<file path="src/inc/bridge_regs_pkg.sv">
package bridge_regs_pkg;
  // ----------------------------------------------------------------
  // Register indices; byte address is four times the index.
  // ----------------------------------------------------------------
  localparam logic [7:0] IDX_DATA2 = 8'h4d;
  localparam logic [7:0] IDX_DATA3 = 8'h4e;
  localparam logic [7:0] IDX_CTRL = 8'h4f;
  localparam logic [7:0] IDX_STATUS = 8'h50;
  localparam logic [7:0] IDX_TARGET = 8'h51;
  localparam logic [7:0] IDX_TIMING = 8'h52;
  localparam logic [7:0] IDX_OUTDLY = 8'h53;
  localparam logic [7:0] IDX_WIN_CTRL = 8'h60;
  localparam logic [7:0] IDX_WIN_ADDR = 8'h61;
  localparam logic [7:0] IDX_WIN_DLO = 8'h62;
  // ----------------------------------------------------------------
  // Field positions.
  // ----------------------------------------------------------------
  localparam int CTL_CEC_SRC = 4;
  localparam int CTL_CEC_EN = 3;
  localparam int CTL_ERASE = 2;
  localparam int CTL_RELOAD = 1;
  localparam int CTL_BLOCK = 0;
  localparam int WIN_START = 0;
  localparam int WIN_INC = 1;
  localparam int WIN_SEL_LO = 2;
  // ----------------------------------------------------------------
  // Values after reset and window address steps.
  // ----------------------------------------------------------------
  localparam logic [7:0] RST_DATA = 8'h00;
  localparam logic [6:0] RST_TARGET = 7'h28;
  localparam logic [2:0] RST_HOLD = 3'h1;
  localparam logic [3:0] RST_FILTER = 4'he;
  localparam logic [1:0] RST_OUTDLY = 2'h0;
  localparam logic [1:0] SEL_RECEIVER = 2'h0;
  localparam logic [15:0] INC_RECEIVER = 16'h0004;
  localparam logic [15:0] INC_OTHER = 16'h0001;
  // ----------------------------------------------------------------
  // Clock rates, cycle counts and timing steps in ns.
  // ----------------------------------------------------------------
  localparam int CORE_HZ = 40000000;
  localparam int OSC_HZ = 25000000;
  localparam int CEC_HZ = 32768;
  localparam int CEC_INT_HALF = CORE_HZ / (2 * CEC_HZ);
  localparam int CEC_EXT_HALF = OSC_HZ / (2 * CEC_HZ);
  localparam int HOLD_STEP_NS = 40;
  localparam int FILTER_STEP_NS = 5;
  localparam int OUTDLY_STEP_NS = 40;
  localparam int OUTDLY_BASE_NS = 240;
endpackage

</file>
<file path="src/bridge_control_status_display_id.sv">
// The APB slave port was left to the implementer.
`timescale 1ns/1ps
`default_nettype none
module bridge_control_status_display_id (
  // Clock and reset.
  input wire logic clk_in,
  input wire logic arst_n_in,
  // APB slave.
  input wire logic psel_in,
  input wire logic penable_in,
  input wire logic pwrite_in,
  input wire logic [11:0] paddr_in,
  input wire logic [31:0] pwdata_in,
  output logic [31:0] prdata_out,
  output logic pready_out,
  output logic pslverr_out,
  // Pins.
  input wire logic mode_strap_pin_first_in,
  input wire logic receive_supply_sense_pin_in,
  input wire logic osc_25mhz_in,
  // Receiver and init engine.
  input wire logic receiver_irq_in,
  input wire logic config_done_in,
  input wire logic config_cksum_ok_in,
  input wire logic init_done_in,
  input wire logic remote_loaded_in,
  input wire logic reload_done_in,
  input wire logic id_cksum_ok_in,
  // Indirect window read.
  output logic window_rd_req_out,
  output logic [15:0] window_addr_out,
  output logic [1:0] window_sel_out,
  input wire logic window_rd_ack_in,
  input wire logic [31:0] window_rd_data_in,
  // DDC target request.
  input wire logic ddc_req_in,
  input wire logic [6:0] ddc_addr_in,
  input wire logic ddc_write_in,
  output logic ddc_ack_out,
  output logic ddc_sram_we_out,
  // Controls to the rest of the device.
  output logic cec_clk_out,
  output logic id_sram_reload_out,
  output logic id_sram_erase_out,
  output logic ddc_id_access_block_out,
  output logic [6:0] id_target_addr_out,
  output logic id_sram_write_protect_out,
  output logic [2:0] ddc_data_hold_time_out,
  output logic [3:0] ddc_glitch_filter_depth_out,
  output logic [1:0] ddc_data_output_delay_out
);
  import bridge_regs_pkg::*;

  typedef struct packed {
    logic [7:0] data2;
    logic [7:0] data3;
    logic cec_src;
    logic cec_en;
    logic erase;
    logic reload;
    logic block;
    logic [6:0] target;
    logic wprot;
    logic [2:0] hold;
    logic [3:0] filt;
    logic [1:0] odly;
    logic cfg_done;
    logic init_done;
    logic rem_loaded;
    logic cfg_ok;
    logic id_ok;
    logic [2:0] rx5_s;
    logic rx5_lvl;
    logic [2:0] strap_s;
    logic strap_taken;
    logic [2:0] strap_v;
    logic [2:0] osc_s;
    logic osc_lvl;
    logic [9:0] cec_cnt;
    logic cec_clk;
    logic win_start;
    logic win_inc;
    logic [1:0] win_sel;
    logic [15:0] win_addr;
    logic [15:0] win_dlo;
    logic ddc_ack;
    logic ddc_we;
    logic pready;
    logic pslverr;
    logic [31:0] prdata;
  } state_t;

  state_t state_r;
  state_t state_nxt;
  logic [1:0] rst_sync_r;
  logic rst_n;
  logic [7:0] idx;
  logic access;
  logic wr_now;
  logic osc_rise;
  logic [9:0] half;

  // ----------------------------------------------------------------
  // Reset release
  // ----------------------------------------------------------------

  // Two flops release the asynchronous reset cleanly.
  always_ff @(posedge clk_in or negedge arst_n_in) begin
    if (!arst_n_in) begin
      rst_sync_r <= 2'b00;
    end else begin
      rst_sync_r <= {rst_sync_r[0], 1'b1};
    end
  end
  assign rst_n = rst_sync_r[1];

  // ----------------------------------------------------------------
  // Decode
  // ----------------------------------------------------------------

  // Tells whether an index names a register of this block.
  function automatic logic is_mapped(input logic [7:0] i);
    case (i)
      IDX_DATA2, IDX_DATA3, IDX_CTRL, IDX_STATUS, IDX_TARGET,
      IDX_TIMING, IDX_OUTDLY, IDX_WIN_CTRL, IDX_WIN_ADDR,
      IDX_WIN_DLO: is_mapped = 1'b1;
      default: is_mapped = 1'b0;
    endcase
  endfunction

  // Read value of a register; reserved bits read zero.
  function automatic logic [31:0] rd_val(input state_t s,
                                         input logic [7:0] i,
                                         input logic irq);
    case (i)
      IDX_DATA2: rd_val = {24'h0, s.data2};
      IDX_DATA3: rd_val = {24'h0, s.data3};
      IDX_CTRL: rd_val = {27'h0, s.cec_src, s.cec_en, s.erase,
                          s.reload, s.block};
      IDX_STATUS: rd_val = {24'h0, s.rx5_lvl, irq, 1'b0, s.init_done,
                            s.rem_loaded, s.cfg_done, s.cfg_ok,
                            s.id_ok};
      IDX_TARGET: rd_val = {24'h0, s.target, s.wprot};
      IDX_TIMING: rd_val = {24'h0, 1'b0, s.hold, s.filt};
      IDX_OUTDLY: rd_val = {30'h0, s.odly};
      IDX_WIN_CTRL: rd_val = {28'h0, s.win_sel, s.win_inc,
                              s.win_start};
      IDX_WIN_ADDR: rd_val = {16'h0, s.win_addr};
      IDX_WIN_DLO: rd_val = {16'h0, s.win_dlo};
      default: rd_val = 32'h0;
    endcase
  endfunction

  assign idx = paddr_in[9:2];
  assign access = psel_in && penable_in;
  assign wr_now = access && state_r.pready && pwrite_in &&
                  !state_r.pslverr;
  assign osc_rise = state_r.osc_s[1] && state_r.osc_s[2] &&
                    !state_r.osc_lvl;
  assign half = state_r.cec_src ? 10'(CEC_EXT_HALF - 1) :
                10'(CEC_INT_HALF - 1);

  // ----------------------------------------------------------------
  // Next state
  // ----------------------------------------------------------------

  // Computes the whole next state of the block.
  always_comb begin
    state_nxt = state_r;
    // Pins pass three flops; a level counts once stages two and three agree.
    state_nxt.rx5_s = {state_r.rx5_s[1:0], receive_supply_sense_pin_in};
    state_nxt.strap_s = {state_r.strap_s[1:0], mode_strap_pin_first_in};
    state_nxt.osc_s = {state_r.osc_s[1:0], osc_25mhz_in};
    state_nxt.strap_v = {state_r.strap_v[1:0], 1'b1};
    if (state_r.rx5_s[1] == state_r.rx5_s[2]) begin
      state_nxt.rx5_lvl = state_r.rx5_s[2];
    end
    if (state_r.osc_s[1] == state_r.osc_s[2]) begin
      state_nxt.osc_lvl = state_r.osc_s[2];
    end
    // The strap is caught once its three stages hold real pin samples.
    if (!state_r.strap_taken && state_r.strap_v[2] &&
        state_r.strap_s[1] == state_r.strap_s[2]) begin
      state_nxt.strap_taken = 1'b1;
      state_nxt.block = state_r.strap_s[2];
    end

    // CEC divider counts core cycles or oscillator edges.
    // Only oscillator rises that the pin filter resolves are counted.
    if (!state_r.cec_en) begin
      state_nxt.cec_cnt = 10'h0;
      state_nxt.cec_clk = 1'b0;
    end else if (state_r.cec_src ? osc_rise : 1'b1) begin
      if (state_r.cec_cnt >= half) begin
        state_nxt.cec_cnt = 10'h0;
        state_nxt.cec_clk = !state_r.cec_clk;
      end else begin
        state_nxt.cec_cnt = state_r.cec_cnt + 10'h1;
      end
    end

    // APB answers one cycle into the access phase.
    state_nxt.pready = 1'b0;
    if (access && !state_r.pready) begin
      state_nxt.pready = 1'b1;
      state_nxt.pslverr = !is_mapped(idx) || (paddr_in[1:0] != 2'b00) ||
                          (paddr_in[11:10] != 2'b00);
      state_nxt.prdata = pwrite_in ? 32'h0 :
                         rd_val(state_r, idx, receiver_irq_in);
    end

    // Register writes; read-only and reserved bits are dropped.
    if (wr_now) begin
      case (idx)
        IDX_DATA2: state_nxt.data2 = pwdata_in[7:0];
        IDX_DATA3: state_nxt.data3 = pwdata_in[7:0];
        IDX_CTRL: begin
          state_nxt.cec_src = pwdata_in[CTL_CEC_SRC];
          state_nxt.cec_en = pwdata_in[CTL_CEC_EN];
          if (pwdata_in[CTL_RELOAD] && !state_r.reload) begin
            state_nxt.reload = 1'b1;
            state_nxt.erase = pwdata_in[CTL_ERASE];
            state_nxt.id_ok = 1'b0;
          end
        end
        IDX_TARGET: begin
          state_nxt.target = pwdata_in[7:1];
          state_nxt.wprot = pwdata_in[0];
        end
        IDX_TIMING: begin
          state_nxt.hold = pwdata_in[6:4];
          state_nxt.filt = pwdata_in[3:0];
        end
        IDX_OUTDLY: state_nxt.odly = pwdata_in[1:0];
        IDX_WIN_CTRL: begin
          state_nxt.win_inc = pwdata_in[WIN_INC];
          state_nxt.win_sel = pwdata_in[WIN_SEL_LO +: 2];
          if (pwdata_in[WIN_START]) begin
            state_nxt.win_start = 1'b1;
          end
        end
        IDX_WIN_ADDR: state_nxt.win_addr = pwdata_in[15:0];
        default: begin
        end
      endcase
    end

    // A finished window read fills the data bytes and may step the address.
    if (state_r.win_start && window_rd_ack_in) begin
      state_nxt.win_start = 1'b0;
      state_nxt.win_dlo = window_rd_data_in[15:0];
      state_nxt.data2 = window_rd_data_in[23:16];
      state_nxt.data3 = window_rd_data_in[31:24];
      if (state_r.win_inc) begin
        state_nxt.win_addr = state_r.win_addr +
          ((state_r.win_sel == SEL_RECEIVER) ? INC_RECEIVER : INC_OTHER);
      end
    end

    // Reload end clears both request bits.
    if (reload_done_in && state_r.reload) begin
      state_nxt.reload = 1'b0;
      state_nxt.erase = 1'b0;
      state_nxt.id_ok = id_cksum_ok_in;
    end

    // Status flags from the init engine; the done flags are sticky, the checksum flags follow each event.
    if (config_done_in) begin
      state_nxt.cfg_done = 1'b1;
      state_nxt.cfg_ok = config_cksum_ok_in;
    end
    if (init_done_in && (state_r.cfg_done || config_done_in)) begin
      state_nxt.init_done = 1'b1;
    end
    if (remote_loaded_in) begin
      state_nxt.rem_loaded = 1'b1;
      state_nxt.id_ok = id_cksum_ok_in;
    end

    // DDC target answers only a matching, unblocked address.
    state_nxt.ddc_ack = ddc_req_in && !state_r.block &&
                        (ddc_addr_in == state_r.target);
    state_nxt.ddc_we = state_nxt.ddc_ack && ddc_write_in &&
                       !state_r.wprot;
  end

  // ----------------------------------------------------------------
  // State register
  // ----------------------------------------------------------------

  // Registers the whole state with its reset values.
  always_ff @(posedge clk_in or negedge rst_n) begin
    if (!rst_n) begin
      state_r <= '0;
      state_r.data2 <= RST_DATA;
      state_r.data3 <= RST_DATA;
      state_r.target <= RST_TARGET;
      state_r.hold <= RST_HOLD;
      state_r.filt <= RST_FILTER;
      state_r.odly <= RST_OUTDLY;
    end else begin
      state_r <= state_nxt;
    end
  end

  // Outputs come straight from the state flops.
  assign prdata_out = state_r.prdata;
  assign pready_out = state_r.pready;
  assign pslverr_out = state_r.pslverr;
  assign window_rd_req_out = state_r.win_start;
  assign window_addr_out = state_r.win_addr;
  assign window_sel_out = state_r.win_sel;
  assign ddc_ack_out = state_r.ddc_ack;
  assign ddc_sram_we_out = state_r.ddc_we;
  assign cec_clk_out = state_r.cec_clk;
  assign id_sram_reload_out = state_r.reload;
  assign id_sram_erase_out = state_r.erase;
  assign ddc_id_access_block_out = state_r.block;
  assign id_target_addr_out = state_r.target;
  assign id_sram_write_protect_out = state_r.wprot;
  assign ddc_data_hold_time_out = state_r.hold;
  assign ddc_glitch_filter_depth_out = state_r.filt;
  assign ddc_data_output_delay_out = state_r.odly;

  // ----------------------------------------------------------------
  // Checks
  // ----------------------------------------------------------------

  property p_cec_off;
    @(posedge clk_in) disable iff (!rst_n)
      !state_r.cec_en |=> !cec_clk_out;
  endproperty
  a_cec_off: assert property (p_cec_off)
    else $error("CEC clock runs while disabled.");

  property p_cec_int;
    @(posedge clk_in) disable iff (!rst_n)
      (state_r.cec_en && !state_r.cec_src && $rose(cec_clk_out)) ##1
      (state_r.cec_en && !state_r.cec_src)[*8] |-> cec_clk_out;
  endproperty
  a_cec_int: assert property (p_cec_int)
    else $error("Internal CEC half period too short.");

  property p_erase_pair;
    @(posedge clk_in) disable iff (!rst_n)
      $rose(id_sram_erase_out) |-> $rose(id_sram_reload_out);
  endproperty
  a_erase_pair: assert property (p_erase_pair)
    else $error("Erase started without reload.");

  property p_reload_end;
    @(posedge clk_in) disable iff (!rst_n)
      (id_sram_reload_out && reload_done_in) |=>
      (!id_sram_reload_out && !id_sram_erase_out);
  endproperty
  a_reload_end: assert property (p_reload_end)
    else $error("Reload bits did not clear on completion.");

  property p_block_ack;
    @(posedge clk_in) disable iff (!rst_n)
      ddc_ack_out |-> !$past(state_r.block) &&
      ($past(ddc_addr_in) == $past(state_r.target));
  endproperty
  a_block_ack: assert property (p_block_ack)
    else $error("DDC acknowledged a blocked or foreign address.");

  property p_wprot;
    @(posedge clk_in) disable iff (!rst_n)
      ddc_sram_we_out |-> ddc_ack_out && !$past(state_r.wprot);
  endproperty
  a_wprot: assert property (p_wprot)
    else $error("Protected SRAM was written over DDC.");

  property p_init_order;
    @(posedge clk_in) disable iff (!rst_n)
      $rose(state_r.init_done) |-> state_r.cfg_done;
  endproperty
  a_init_order: assert property (p_init_order)
    else $error("Init done raised before configuration done.");

  property p_win_done;
    @(posedge clk_in) disable iff (!rst_n)
      (window_rd_req_out && window_rd_ack_in) |=>
      (!window_rd_req_out &&
       {state_r.data3, state_r.data2} == $past(window_rd_data_in[31:16]));
  endproperty
  a_win_done: assert property (p_win_done)
    else $error("Window read result not stored.");

  property p_win_inc;
    @(posedge clk_in) disable iff (!rst_n)
      (window_rd_req_out && window_rd_ack_in && state_r.win_inc &&
       window_sel_out == SEL_RECEIVER && !wr_now) |=>
      window_addr_out == $past(window_addr_out) + INC_RECEIVER;
  endproperty
  a_win_inc: assert property (p_win_inc)
    else $error("Receiver window address did not step by four.");

  property p_apb_wait;
    @(posedge clk_in) disable iff (!rst_n)
      (psel_in && !penable_in) ##1 (psel_in && penable_in) |=>
      pready_out;
  endproperty
  a_apb_wait: assert property (p_apb_wait)
    else $error("APB answer missing one cycle into access.");
endmodule
`default_nettype wire

</file>
<file path="config.mk">
export PLATFORM = sky130hd
export DESIGN_NAME = bridge_control_status_display_id
export DESIGN_NICKNAME = d
export VERILOG_FILES = /design/src/inc/bridge_regs_pkg.sv /design/src/bridge_control_status_display_id.sv
export SDC_FILE = /design/constraint.sdc
export NUM_CORES = 1
export LEC_CHECK = 0
export ABC_AREA = 1
export BUFFER_PORTS_ARGS = -buffer_cell sky130_fd_sc_hd__buf_2
export CAP_MARGIN = 20
export CORE_MARGIN = 5
export CORE_UTILIZATION = 49
export DETAILED_ROUTE_END_ITERATION = 10
export GPL_ROUTABILITY_DRIVEN = 0
export GPL_TIMING_DRIVEN = 0
export PLACE_DENSITY = 0.76
export SYNTH_ARGS = -nofsm -noshare
export SYNTH_HDL_FRONTEND = slang
export SYNTH_SLANG_ARGS = --single-unit
</file>
<file path="constraint.sdc">
create_clock -name clk_in -period 3.95 [get_ports clk_in]
set_input_delay 0 -clock clk_in [delete_from_list [all_inputs] [get_ports clk_in]]
set_output_delay 0 -clock clk_in [all_outputs]
set_load 0.01 [all_outputs]
</file>
==> results.md <==
- Endpoints failing hold: 0
- Number of sinks driven by the clock tree: 127
- Prevailing post-synth register cell: sky130_fd_sc_hd__dfrtp_1
- Max clock buf depth: 2
- Type of element launching the critical path: flop
- Max VDD drop: ~0.29 mV
- Max Clock Skew: around 0.006 ns
- Crit Path Category: reg2reg
- Critical path data arrival time: ~2.7 ns
- Number of global-route vias before repair: ~6800
- Count of port buffers added during placement: 144
- Worst setup timing slack at the placement stage: between 1.5 and 2 ns
- Count of flip-flops with a built-in enable after synthesis: 0
- Number of placed cells counting well taps: 1262
- Horiz. Die Dim: between 100 and 150 um
- Number of post-CTS setup repair buffers: 0
- Origin of the worst min-delay path: pwdata_in[0]
- Synth area leaders: sky130_fd_sc_hd__dfrtp_1, sky130_fd_sc_hd__nand2_1, sky130_fd_sc_hd__nand3_1
- Shortest period the worst path allows: 2.319 ns
- Max-slew violation count: 0
- Type of the tightest min-delay check: in2reg
- Internal cell power: 0.002433 W
- NetSw: 0.0008315 W
- Area of all placed cells without fillers: 9525 um2
- Post-Synthesis Mean Instance Area: approximately 7.7 um2
- Area added between synthesis and finish: 34.27%
- Final instance count without filler cells: 1374
- Area share of the leading cell type in the synthesized netlist: between 40 and 50%
- Root Buffer: sky130_fd_sc_hd__clkbuf_16
- Placed wire-length estimate after detailed placement: 14860 um
- Total I/O pin count: between 150 and 200
- Number of cells on the worst hold path: 3
- Vias per Instance: just over 5
- Crit-path max cell delay: 0.58 ns
- Cell Area, Synth: 7094 um2
- Final count of negative-setup-slack endpoints: 0
- CTS Buf Count: 17
- Crit path cell chain: nor2_1 -> nand3_1 -> o21ai_4 -> buf_4 -> nor2_1 -> a31oi_1 -> dlygate4sd3_1
- Length of the first detailed-routing pass in iterations: 6
- Cell family contributing the most delay on the critical path: buffers and inverters
- Global-route wire length before repair: 34020 um
- Worst-path fanout max: 10
- Worst R2R Start: pslverr_out
- Synth area leader: sky130_fd_sc_hd__dfrtp_1
- Clock-pin transition on the worst setup and hold timing paths: 0.06 ns
- Critical path's slowest cell: sky130_fd_sc_hd__dlygate4sd3_1
- FF+latch count, synth: 127
- Post-DRT Antenna Nets: 0
- Leakage power total: 5.183 nW
- Slew Limit Headroom: between 40% and 50%
- Count of unresolved DRC violations after routing: 0
- WL/cell: 15.43 um
- Count of buffering cells on the critical path with inverters included: 2
- Worst Hold End: id_sram_write_protect_out
- Worst path most repeated cell: sky130_fd_sc_hd__nor2_1
- End of the worst register-to-register path: state_r[132]
- Fraction of power spent switching nets: roughly a quarter
- Gr ovfl total: 0
- Total number of nets in the final design: roughly 1300
- Proportion of power drawn by the clock network: 47.3%
- Max capacitance violation total: 0
- Number of antenna violations at the first check in global routing: 0
- Ys Warns: 0
- Share of the cycle needed by the critical path after routing: a little under 60%
- Post-synthesis cell type count: 46
- Number of cell rows: between 40 and 50
- Fraction of final layout cells sized beyond drive strength 1: between 20% and 30%
- Run status: completed
- Via Count: 7023
- Ys async rst share: 100.0%
- Final worst setup slack: 1.631 ns
- Cell Area, Placed: a little over 8000 um2
- Part of the power in registers: 43.2%
- R2R cell count: 7
- WP data required: 4.30 ns
- Max frequency: 0.4312 GHz
- Number of cells produced by synthesis: ~900
- Initial Utilization: just under 50%
- Number of DRC violations after detailed-routing iteration 0: 592
- Power Dens Cells: roughly 340 nW/um2
- Clock latency on the worst-skew pair: about 0.42 ns
- Gr usage total: 25.80%
- Actual transition at the worst max-transition pin: between 0.8 and 0.9 ns
- ANT cells: 0
- # fillers: 1182
- Die Height: 130.3 um
- TritonCTS clock tree: built
- DRT Wirelength: 21210 um
- Total core area: 14370 um2
- Register-to-register setup slack: 1.63 ns
- Count of H-tree levels built during CTS: 4
- DIE AREA: 16980 um2
- Critical path endpoint category: flop
- Pin count of the biggest net entering global routing: between 60 and 70
- Proportion of power drawn by combinational gates: 9.5%
- Register area share after synthesis: 44.90%
- Unrepaired setup endpoints after global routing: no
==> power groups by stage <==
| stage | registers, W | clock network (W) | logic [W] |
|---|---|---|---|
| after floorplan | 0.00142 | 0 | 0.000150 |
| after global placement | 0.00144 | 0 | 0.000234 |
| after detailed placement | 0.00143 | 0 | 0.000256 |
| after CTS | 0.00141 | 0.00157 | 0.000305 |
| after global routing | 0.00142 | 0.00163 | 0.000351 |
| final | 0.00141 | 0.00154 | 0.000310 |
==> cell type report <==
class | count | area [um2] | share of cell area (%)
Sequential cell | 127 | 3189 | 33.48
Clock buffer | 17 | 425.4 | 4.466
Multi-Input combinational cell | 624 | 3004 | 31.54
Buffer | 93 | 630.6 | 6.620
Clock inverter | 15 | 162.7 | 1.708
Tap cell | 184 | 230.2 | 2.417
Inverter | 89 | 334.1 | 3.507
Timing Repair Buffer | 225 | 1549 | 16.26
==> worst min-delay path: stages <==
cell	delay [ns]
sky130_fd_sc_hd__buf_2	0.07
sky130_fd_sc_hd__inv_1	0.14
sky130_fd_sc_hd__o21ai_0	0.19
==> sequential cells by signal, indices dropped and copies added, names as in the netlist, 3 cells and up <==
register	flops
state_r	57
ddc_glitch_filter_depth_out	4
prdata_out	16
window_addr_out	16
state_nxt	8
id_target_addr_out	7
ddc_data_hold_time_out	3
==> kinds of logic after synthesis <==
kind of cell             after synthesis  share of synthesized area, %
AND/OR/NAND/NOR                      464                         28.52
buffers and inverters                182                         13.60
XOR/XNOR                               6                        0.7407
flip-flops                           127                         44.90
AO/OA/AOI/OAI                        123                         9.894
adder cells (fa/ha/maj)               12                         2.081
multiplexers                           1                        0.1587
other                                  2                        0.1059
==> through the flow <==
step / hold slack, ns / TNS [ns] / utilization (%) / power [W]
3_3_place_gp: -0.2135 / -154.63 / 56.41 / 0.001678
2_1_floorplan: -0.2956 / 0 / - / 0.001574
5_1_grt: 0.05961 / 0 / 66.29 / 0.003401
3_5_place_dp: -0.2130 / 0 / 56.63 / 0.001690
4_1_cts: 0.01544 / 0 / 66.29 / 0.003282
6_report: 0.02939 / 0 / 66.29 / 0.003264
==> synthesized netlist by cell type, types with 4 or more instances <==
cell type	instances
sky130_fd_sc_hd__o22ai_1	11
sky130_fd_sc_hd__nand4_1	4
sky130_fd_sc_hd__buf_4	68
sky130_fd_sc_hd__buf_2	15
sky130_fd_sc_hd__a21oi_1	19
sky130_fd_sc_hd__clkbuf_1	9
sky130_fd_sc_hd__nor2_2	4
sky130_fd_sc_hd__nand2_2	5
sky130_fd_sc_hd__dfstp_2	6
sky130_fd_sc_hd__nor2_1	79
sky130_fd_sc_hd__dfrtp_1	121
sky130_fd_sc_hd__o21ai_1	6
sky130_fd_sc_hd__nor3_1	9
sky130_fd_sc_hd__ha_1	11
sky130_fd_sc_hd__xor2_1	5
sky130_fd_sc_hd__o211ai_1	6
sky130_fd_sc_hd__nand2_1	245
sky130_fd_sc_hd__nand3_1	102
sky130_fd_sc_hd__o21ai_0	60
sky130_fd_sc_hd__inv_1	86
sky130_fd_sc_hd__a31oi_1	12
==> metal layers <==
layer / up-vias / track usage (%) / wire length (um) / share of wire [%]
met4: 0 / 10.21 / 605 / 2.9
met5: - / 0 / 0 / 0
li1: 3411 / - / - / -
met3: 49 / 6.181 / 1859 / 8.8
met1: 3257 / 33.67 / 8758 / 41
met2: 306 / 41.58 / 9982 / 47
==> how the worst max path moves through the flow <==
stage | from | endpoint | slack [ns] | cells past startpoint
2_1_floorplan | rst_sync_r[1] | cec_clk_out | 0.16 | 0
3_3_place_gp | rst_sync_r[1] | state_r[90] | -1.31 | 0
3_5_place_dp | window_sel_out[0] | window_addr_out[15] | 1.76 | 11
4_1_cts | window_sel_out[0] | window_addr_out[15] | 1.70 | 11
5_1_grt | window_sel_out[0] | window_addr_out[15] | 1.42 | 11
6_report | pslverr_out | state_r[132] | 1.63 | 7
==> cells in the final DEF (no fill, tap or decap), types with 9 or more instances in the layout <==
| cell type | instances |
|---|---|
| sky130_fd_sc_hd__dfrtp_1 | 120 |
| sky130_fd_sc_hd__a31oi_1 | 12 |
| sky130_fd_sc_hd__inv_1 | 86 |
| sky130_fd_sc_hd__clkbuf_1 | 9 |
| sky130_fd_sc_hd__clkbuf_16 | 17 |
| sky130_fd_sc_hd__nor2_1 | 79 |
| sky130_fd_sc_hd__o21ai_0 | 60 |
| sky130_fd_sc_hd__buf_4 | 68 |
| sky130_fd_sc_hd__nor3_1 | 9 |
| sky130_fd_sc_hd__nand2_1 | 245 |
| sky130_fd_sc_hd__nand3_1 | 102 |
| sky130_fd_sc_hd__ha_1 | 11 |
| sky130_fd_sc_hd__buf_2 | 159 |
| sky130_fd_sc_hd__a21oi_1 | 19 |
| sky130_fd_sc_hd__dlygate4sd3_1 | 80 |
| sky130_fd_sc_hd__conb_1 | 18 |
| sky130_fd_sc_hd__o22ai_1 | 11 |
==> repair_timing <==
action,4_1_cts,5_1_grt
hold buffers,80,0
endpoints found under the hold margin,71,0
gates resized for setup,0,0
(Power assumes the default switching activity.)
